File: config.mk
export PLATFORM = sky130hd
export DESIGN_NAME = pwm_output_a_action_control
export DESIGN_NICKNAME = d
export VERILOG_FILES = /design/src/core/pwm_gen_a_pkg.sv /design/src/core/pwm_output_a_action_control.sv
export VERILOG_INCLUDE_DIRS = /design/src /design/src/core
export SDC_FILE = /design/constraint.sdc
export NUM_CORES = 1
export LEC_CHECK = 0
export ABC_CLOCK_PERIOD_IN_PS = 1500
export BUFFER_PORTS_ARGS = -buffer_cell sky130_fd_sc_hd__buf_2
export CORE_MARGIN = 2
export CORE_UTILIZATION = 37
export DETAILED_ROUTE_END_ITERATION = 10
export PLACE_DENSITY_LB_ADDON = 0.12
export SLEW_MARGIN = 30
export SYNTH_ARGS = -nofsm -noshare
export SYNTH_HDL_FRONTEND = slang
export SYNTH_SLANG_ARGS = --single-unit
File: constraint.sdc
create_clock -name pclk -period 1.5 [get_ports pclk]
set_clock_uncertainty 0.2 [all_clocks]
set_input_delay 0.225 -clock pclk [delete_from_list [all_inputs] [get_ports pclk]]
set_output_delay 0.225 -clock pclk [all_outputs]
set_load 0.02 [all_outputs]
File: src/core/pwm_gen_a_cfg.svh
// Purpose: constants for the output A action block
// Assumes: apb byte addressing, 32-bit data
// Notes:   offsets are byte addresses
`ifndef PWM_GEN_A_CFG_SVH
`define PWM_GEN_A_CFG_SVH

// ------------------------------------------------------------
// register map
// ------------------------------------------------------------
`define GEN_A_ACTIONS_OFFSET 12'h060
`define GEN_CONTROL_OFFSET   12'h040
`define GEN_A_STATUS_OFFSET  12'h044

// ------------------------------------------------------------
// field positions
// ------------------------------------------------------------
`define ZERO_ACT_LSB  0
`define LOAD_ACT_LSB  2
`define CAU_ACT_LSB   4
`define CAD_ACT_LSB   6
`define CBU_ACT_LSB   8
`define CBD_ACT_LSB   10
`define ACT_FIELDS_W  12
`define MODE_BIT      0
`define STATUS_BIT    0

// ------------------------------------------------------------
// reset values
// ------------------------------------------------------------
`define ACTIONS_RESET 12'h000
`define OUT_A_RESET   1'b0
`define MODE_RESET    1'b0
`define RDATA_RESET   32'h0000_0000

`endif

File: src/core/pwm_gen_a_pkg.sv
// Purpose: types for the output A action block
// Assumes: nothing
// Notes:   action codes as stored in the register fields
package pwm_gen_a_pkg;

	typedef enum logic [1:0]
	{
		act_none   = 2'h0,
		act_toggle = 2'h1,
		act_low    = 2'h2,
		act_high   = 2'h3
	} action_t;

endpackage

File: src/core/pwm_output_a_action_control.sv
// Purpose: output A action logic of one pwm generator, apb registers
// Assumes: counter and comparators outside; event inputs are pulses
// Notes:   one output update per clock, from the winning event
//
// Added by the designer: the APB register port.
`timescale 1ns/1ps
`default_nettype none
`include "pwm_gen_a_cfg.svh"

// Contract
// - Comparator B match while counting up applies action bits 9:8.
// - Up-count compare events exist only when mode bit is 1.
// - Comparator A match while counting down applies action bits 7:6.
// - Comparator A match while counting up applies action bits 5:4.
// - Counter equal to load applies action bits 3:2.
// - Counter reaching zero applies action bits 1:0.
// - Codes: 0 hold, 1 toggle, 2 drive low, 3 drive high.
// - Zero or load event beats any coincident compare event.
// - Comparator A event beats a coincident comparator B event.
// - Down-only mode yields three event types; up/down yields five.
module pwm_output_a_action_control
(
	input  wire logic        pclk,
	input  wire logic        presetn,
	input  wire logic        psel,
	input  wire logic        penable,
	input  wire logic        pwrite,
	input  wire logic [11:0] paddr,
	input  wire logic [31:0] pwdata,
	output logic      [31:0] prdata,
	output logic             pready,
	output logic             pslverr,
	input  wire logic        cnt_zero,
	input  wire logic        cnt_load,
	input  wire logic        cmp_a_match,
	input  wire logic        cmp_b_match,
	input  wire logic        count_down,
	output logic             generator_output_a
);

	// ------------------------------------------------------------
	// apb slave
	// ------------------------------------------------------------
	logic [`ACT_FIELDS_W-1:0] actions_reg;
	logic [`ACT_FIELDS_W-1:0] actions_next;
	logic                     mode_reg;
	logic                     mode_next;
	logic [31:0]              prdata_reg;
	logic [31:0]              prdata_next;
	logic                     out_a_reg;
	logic                     out_a_next;
	logic                     access;
	logic                     wr_en;
	logic                     known;

	assign access  = psel & penable;
	assign wr_en   = access & pwrite;
	assign pready  = 1'b1;
	// zero wait states; unmapped addresses answer with an error
	assign known   = (paddr == `GEN_A_ACTIONS_OFFSET) |
	                 (paddr == `GEN_CONTROL_OFFSET) |
	                 (paddr == `GEN_A_STATUS_OFFSET);
	assign pslverr = access & ~known;
	assign prdata  = prdata_reg;

	always_comb
	begin
		actions_next = actions_reg;
		mode_next    = mode_reg;
		prdata_next  = prdata_reg;
		if (wr_en && paddr == `GEN_A_ACTIONS_OFFSET)
			actions_next = pwdata[`ACT_FIELDS_W-1:0];
		if (wr_en && paddr == `GEN_CONTROL_OFFSET)
			mode_next = pwdata[`MODE_BIT];
		if (psel && !penable && !pwrite)
		begin
			// read data registered in setup, valid in access phase
			prdata_next = 32'h0000_0000;
			case (paddr)
				`GEN_A_ACTIONS_OFFSET:
					prdata_next[`ACT_FIELDS_W-1:0] = actions_reg;
				`GEN_CONTROL_OFFSET:
					prdata_next[`MODE_BIT] = mode_reg;
				`GEN_A_STATUS_OFFSET:
					prdata_next[`STATUS_BIT] = out_a_reg;
				default:
					prdata_next = 32'h0000_0000;
			endcase
		end
	end

	always_ff @(posedge pclk or negedge presetn)
	begin
		if (!presetn)
		begin
			actions_reg <= `ACTIONS_RESET;
			mode_reg    <= `MODE_RESET;
			prdata_reg  <= `RDATA_RESET;
		end
		else
		begin
			actions_reg <= actions_next;
			mode_reg    <= mode_next;
			prdata_reg  <= prdata_next;
		end
	end

	// ------------------------------------------------------------
	// event qualification and priority
	// ------------------------------------------------------------
	logic ev_cau;
	logic ev_cad;
	logic ev_cbu;
	logic [1:0] sel_act;
	logic       sel_valid;

	// up-count compares only exist in up/down mode
	assign ev_cau = cmp_a_match & ~count_down & mode_reg;
	assign ev_cbu = cmp_b_match & ~count_down & mode_reg;
	assign ev_cad = cmp_a_match & count_down;
	// b-down field is stored only; no event of it reaches output a

	always_comb
	begin
		sel_act   = 2'h0;
		sel_valid = 1'b1;
		// zero and load outrank compares; a outranks b
		if (cnt_zero)
			sel_act = actions_reg[`ZERO_ACT_LSB +: 2];
		else if (cnt_load)
			sel_act = actions_reg[`LOAD_ACT_LSB +: 2];
		else if (ev_cau)
			sel_act = actions_reg[`CAU_ACT_LSB +: 2];
		else if (ev_cad)
			sel_act = actions_reg[`CAD_ACT_LSB +: 2];
		else if (ev_cbu)
			sel_act = actions_reg[`CBU_ACT_LSB +: 2];
		else
			sel_valid = 1'b0;
	end

	// ------------------------------------------------------------
	// output flop
	// ------------------------------------------------------------
	always_comb
	begin
		out_a_next = out_a_reg;
		if (sel_valid)
		begin
			case (pwm_gen_a_pkg::action_t'(sel_act))
				pwm_gen_a_pkg::act_toggle: out_a_next = ~out_a_reg;
				pwm_gen_a_pkg::act_low:    out_a_next = 1'b0;
				pwm_gen_a_pkg::act_high:   out_a_next = 1'b1;
				default:                   out_a_next = out_a_reg;
			endcase
		end
	end

	always_ff @(posedge pclk or negedge presetn)
	begin
		if (!presetn)
			out_a_reg <= `OUT_A_RESET;
		else
			out_a_reg <= out_a_next;
	end

	assign generator_output_a = out_a_reg;

	// ------------------------------------------------------------
	// checks
	// ------------------------------------------------------------
	logic [1:0] f_zero;
	logic [1:0] f_load;
	logic [1:0] f_cau;
	logic [1:0] f_cad;
	logic [1:0] f_cbu;
	assign f_zero = actions_reg[`ZERO_ACT_LSB +: 2];
	assign f_load = actions_reg[`LOAD_ACT_LSB +: 2];
	assign f_cau  = actions_reg[`CAU_ACT_LSB +: 2];
	assign f_cad  = actions_reg[`CAD_ACT_LSB +: 2];
	assign f_cbu  = actions_reg[`CBU_ACT_LSB +: 2];
endmodule
`default_nettype wire

# After elaboration in Yosys (flattened, before gate mapping)
# Index checks and enable logic that the tools add are counted.
# W data, S select, Z words.
[word_totals]
output_inout_bits = 35
regBits = 26
in_bits = 54
elab_cells = 44
[classes]
mux = 13
eq_ne = 6
reduce_logical = 8
n_bitwise = 13
[op_table]
columns = ["cell", "count"]
rows = [
  ["$eq A12 B7 Y1 const B", 3],
  ["$mux W11", 1],
  ["$mux W2", 5],
  ["$and A1 B1 Y1", 8],
  ["$pmux W1 S3", 2],
  ["$mux W1", 5],
  ["$eq A2 B2 Y1 const B", 2],
  ["$logic_and A1 B1 Y1", 4],
  ["$not A1 Y1", 3],
  ["$reduce_bool A3 Y1", 1],
  ["$eq A2 B1 Y1 const B", 1],
  ["$logic_not A1 Y1", 2],
  ["$or A1 B1 Y1", 2],
  ["$reduce_and A2 Y1", 1],
]

# Logic depth before layout (Yosys ltp)
[depth]
ltp_word = 11
mapped_depth = 5
depth_no_buf = 4

# Worst setup path before layout
# OpenSTA, ideal clock, no wires.
[synth_path]
path_type = "input-to-reg"
startpoint = "input paddr[1]"
endpoint = "register actions_reg[11]"
setup_time_ns = 0.125
path_slack_ns = -0.578
arrival_ns = 1.753
stages = 4
path_buffers = 1
required_ns = 1.175
cell_sequence = "or4_4 > or4_4 > buf_6 > mux2_4"
[synth_between]
elab_chain_len = 2
[synth_lines]
columns = ["element", "line", "rtl"]
rows = [
  ["from (decl)", "pwm_output_a_action_control.sv:28", "input wire logic [11:0] paddr,"],
  ["$eq A12 B7 Y1", "n/a", ""],
  ["$logic_and A1 B1 Y1 (no source line)", "n/a", ""],
  ["to (signal assigned)", "pwm_output_a_action_control.sv:96", "actions_reg <= `ACTIONS_RESET;"],
  ["to (signal assigned)", "pwm_output_a_action_control.sv:102", "actions_reg <= actions_next;"],
  ["to (decl)", "pwm_output_a_action_control.sv:44", "logic [`ACT_FIELDS_W-1:0] actions_reg;"],
]
# No other way between the ends.
# A chain may end at the register's enable or synchronous reset.

# Worst setup path after layout
[layout_path]
startpoint = "input paddr[1]"
endpoint = "output pslverr"
[layout_between]
elab_chain_len = 5
word_cells_on_any_way = 7
classes_between = "eq/ne: 3; bitwise: 4"
[layout_lines]
columns = ["element", "line", "rtl"]
rows = [
  ["$eq A12 B7 Y1", "n/a", ""],
  ["$or A1 B1 Y1", "pwm_output_a_action_control.sv:60", "assign known = (paddr == `GEN_A_ACTIONS_OFFSET) |"],
  ["$or A1 B1 Y1 *", "pwm_output_a_action_control.sv:60", ""],
  ["$not A1 Y1 *", "pwm_output_a_action_control.sv:63", "assign pslverr = access & ~known;"],
  ["$and A1 B1 Y1 *", "pwm_output_a_action_control.sv:63", ""],
  ["to (decl)", "pwm_output_a_action_control.sv:32", "output logic pslverr,"],
]
# Mark *: on every way between the ends. The rest lies on a longest branch, timed or not.

==> run metrics <==
drt drc=0; Synth Area in Compound Gates=12.1%; xor and xnor area share after synthesis=0.650%; sequential power share=59.4%; PortBufs=47; P_int=0.000885 W; die width=64.4 um; Clk Latency, worst-skew pair=310 ps; Mapped Area=1350 um^2; failing checks=setup timing; Pwr Density=606 nW/um^2; Tcrit/Tclk final=129%; CTS Buf Count=3; via count=1078; # IOs=89; CTS tree=done; fraction of power consumed by combinational cells=17.1%; antenna diode count=0; largest net degree at the start of global routing=27; most frequent CP cell=buf_6; Overall Global Routing Usage=16.4%; Critical Path Start Type=primary input; Max-slew headroom=61.2%; Cell Chain, Critical Path=buf_6 > or4_4 > buf_6 > a211o_1 > and3_4 > buf_6; outcome=finished, violations left; #FFs+latches synth=26; area grow syn2layout=44.9%; largest family of logic cells by synthesized area=multiplexers; Synth area leader=dfrtp_1; WP data required=1070 ps; CORE AREA=3420 um^2; Worst path slowest cell=or4_4; Placer Congestion=0.790; clock sinks=26; gr ovfl total=0; fin. max-slew vios=0; Yosys cell types=29; Clk pwr share=23.4%; fin nets=247; initial antenna violation count=0; Synth Area per Inst=11.9 um^2; switching share of power=25.2%; Worst VDD drop=0.000527 V; HP Class=in -> reg; die area=4140 um^2; Site Rows=21; Main synth FF type=dfrtp_1; Setup WS post-layout=-434 ps; Max Freq=517 MHz; count leader, synth=dfrtp_1; static leakage=1.03 nW; Bufs on Longest Clock Path=2; Post-Place Cells=212; drt total wl=3210 um; mux cell area share after synthesis=14.4%; ratio of cells with drive above 1 in the final layout=48.2%; fraction of registers with async set/reset=100%; multi-input gate area in the final layout=661 um^2; post-route ant nets=0; Synth top area share=48.3%; CP endpoint kind=output port; WL/cell=13.5 um; Adder-Cell Fraction of Synth Area=0%; Reg area=651 um^2; 1st-iter DRT viols=42; worst-margin pin slew=581 ps; final hold vios=0; synth cell count leaders=dfrtp_1, buf_4, a22o_1, mux2_4, nand2_1; Initial Util=39.5%; EDFF count, synth=0; unrepaired setup endpoints after global routing=yes; number of global-route vias before repair=1073; critical path class=in -> out; slowest stage delay, CP=540 ps; minimum clock period=1930 ps; Post-Layout Cell Count=237; die height=64.4 um; CTS root buffer=clkbuf_4; FILL cells=304; first-pass GRT wire length=5180 um; Max Cap Viol=0; top post-synthesis cells by area=dfrtp_1, buf_4, mux2_4, a22o_1, mux2_2; WP data arrival=1510 ps; Clk pin slew, worst setup/hold paths=120 ps; Seq/Total Area, Yosys=48.3%; Simple-Gate Fraction of Synth Area=10.7%; DR vias/cell=4.55; Post-Syn Instances=113; drt pass-1 iters=4; final setup fails=26; WHS=98.1 ps; YS warnings=0; H-tree levels=1; switching pwr=0.000298 W; crit path max fanout=2
## cell usage in the layout, fill, tap and decap left out
master / synthesis / final
a22o_1: 11 / 11
a21oi_1: 3 / 3
or4_4: 2 / 3
a221oi_2: 0 / 1
dlygate4sd3_1: 0 / 13
nor2_1: 2 / 2
buf_6: 1 / 10
nand2_1: 5 / 5
mux2_2: 3 / 2
buf_4: 21 / 14
xnor2_1: 1 / 1
a211o_1: 1 / 1
nor3_2: 0 / 1
nor4_4: 0 / 2
or3_1: 1 / 1
o22a_1: 1 / 1
and3_4: 0 / 1
nor4bb_2: 0 / 1
o31ai_2: 0 / 1
clkbuf_4: 0 / 3
mux2_4: 10 / 11
inv_1: 1 / 1
nand2b_1: 2 / 2
nor3_1: 3 / 2
o21ai_0: 2 / 2
nor4bb_1: 2 / 1
conb_1: 2 / 21
buf_2: 0 / 42
mux2i_1: 1 / 1
o211ai_1: 1 / 1
nand3b_1: 1 / 1
dfrtp_1: 26 / 26
nand3_1: 3 / 3
## final timing paths
kind	from	to	slack (ps)	depth (start not counted)
setup / recovery	paddr[1]	pslverr	-430	6
hold / removal	cnt_zero	generator_output_a	100	3
setup reg to reg	actions_reg[4]	generator_output_a	70	4
hold reg to reg	prdata[0]	prdata[0]	300	2
max in group asynchronous	presetn	prdata[8]	490	2
min in group asynchronous	presetn	prdata[1]	230	2
## what timing repair did
item | CTS | global route
hold buffers | 13 | 0
gates cloned | 2 | 0
resized for setup | 13 | 10
endpoints found under the setup margin | 26 | 27
setup buffers | 2 | 5
pin swaps | 4 | 6
endpoints found under the hold margin | 39 | 0
## critical path: cells and delay by family
kind / cells / cell delay [ps]
AO/OA/AOI/OAI: 1 / 240
AND/OR/NAND/NOR: 2 / 690
buffers and inverters: 3 / 340
## logic make-up after synthesis
group,count (synthesis)
other cells,2
buf+inv,25
compound gates,21
simple gates,24
flops,26
xor+xnor,1
mux,14
## power by group through the flow
stage / Combinational [W] / Clock, W / Sequential [W]
final: 0.000203 / 0.000277 / 0.000703
after global routing: 0.000219 / 0.000327 / 0.000704
after CTS: 0.000189 / 0.000298 / 0.000703
after detailed placement: 0.000153 / 0 / 0.000717
after global placement: 0.000151 / 0 / 0.000717
after floorplan: 0.000109 / 0 / 0.000717
## stage by stage
step | setup TNS, ps | area, um^2 | total power, W | utilization, % | worst slack, ps
finish | -6410 | 1950 | 0.00118 | 57.2 | -434
floorplan | -7940 | 1430 | 0.000827 | - | -484
CTS | -5390 | 1860 | 0.00119 | 54.4 | -471
global route | -7400 | 1950 | 0.00125 | 57.2 | -471
detailed placement | -12780 | 1630 | 0.000870 | 47.7 | -611
global placement | -12350 | 1630 | 0.000868 | 47.7 | -585
## metal layers
| metal | vias up | GRT usage (%) | part of all wire [%] |
|---|---|---|---|
| met4 | 0 | 3.99 | 0.59 |
| met2 | 40 | 28.1 | 50 |
| met3 | 2 | 4.05 | 5.8 |
| met5 | - | 0 | 0 |
| met1 | 508 | 20.7 | 43 |
| li1 | 528 | - | - |
## cell type report
class | count | area share [%]
Multi-Input combinational cell | 82 | 33.8
Sequential cell | 26 | 33.3
Timing Repair Buffer | 79 | 28.6
Tap cell | 46 | 2.95
Clock buffer | 3 | 1.15
Inverter | 1 | 0.192
Power figures use the tool's default switching activity.
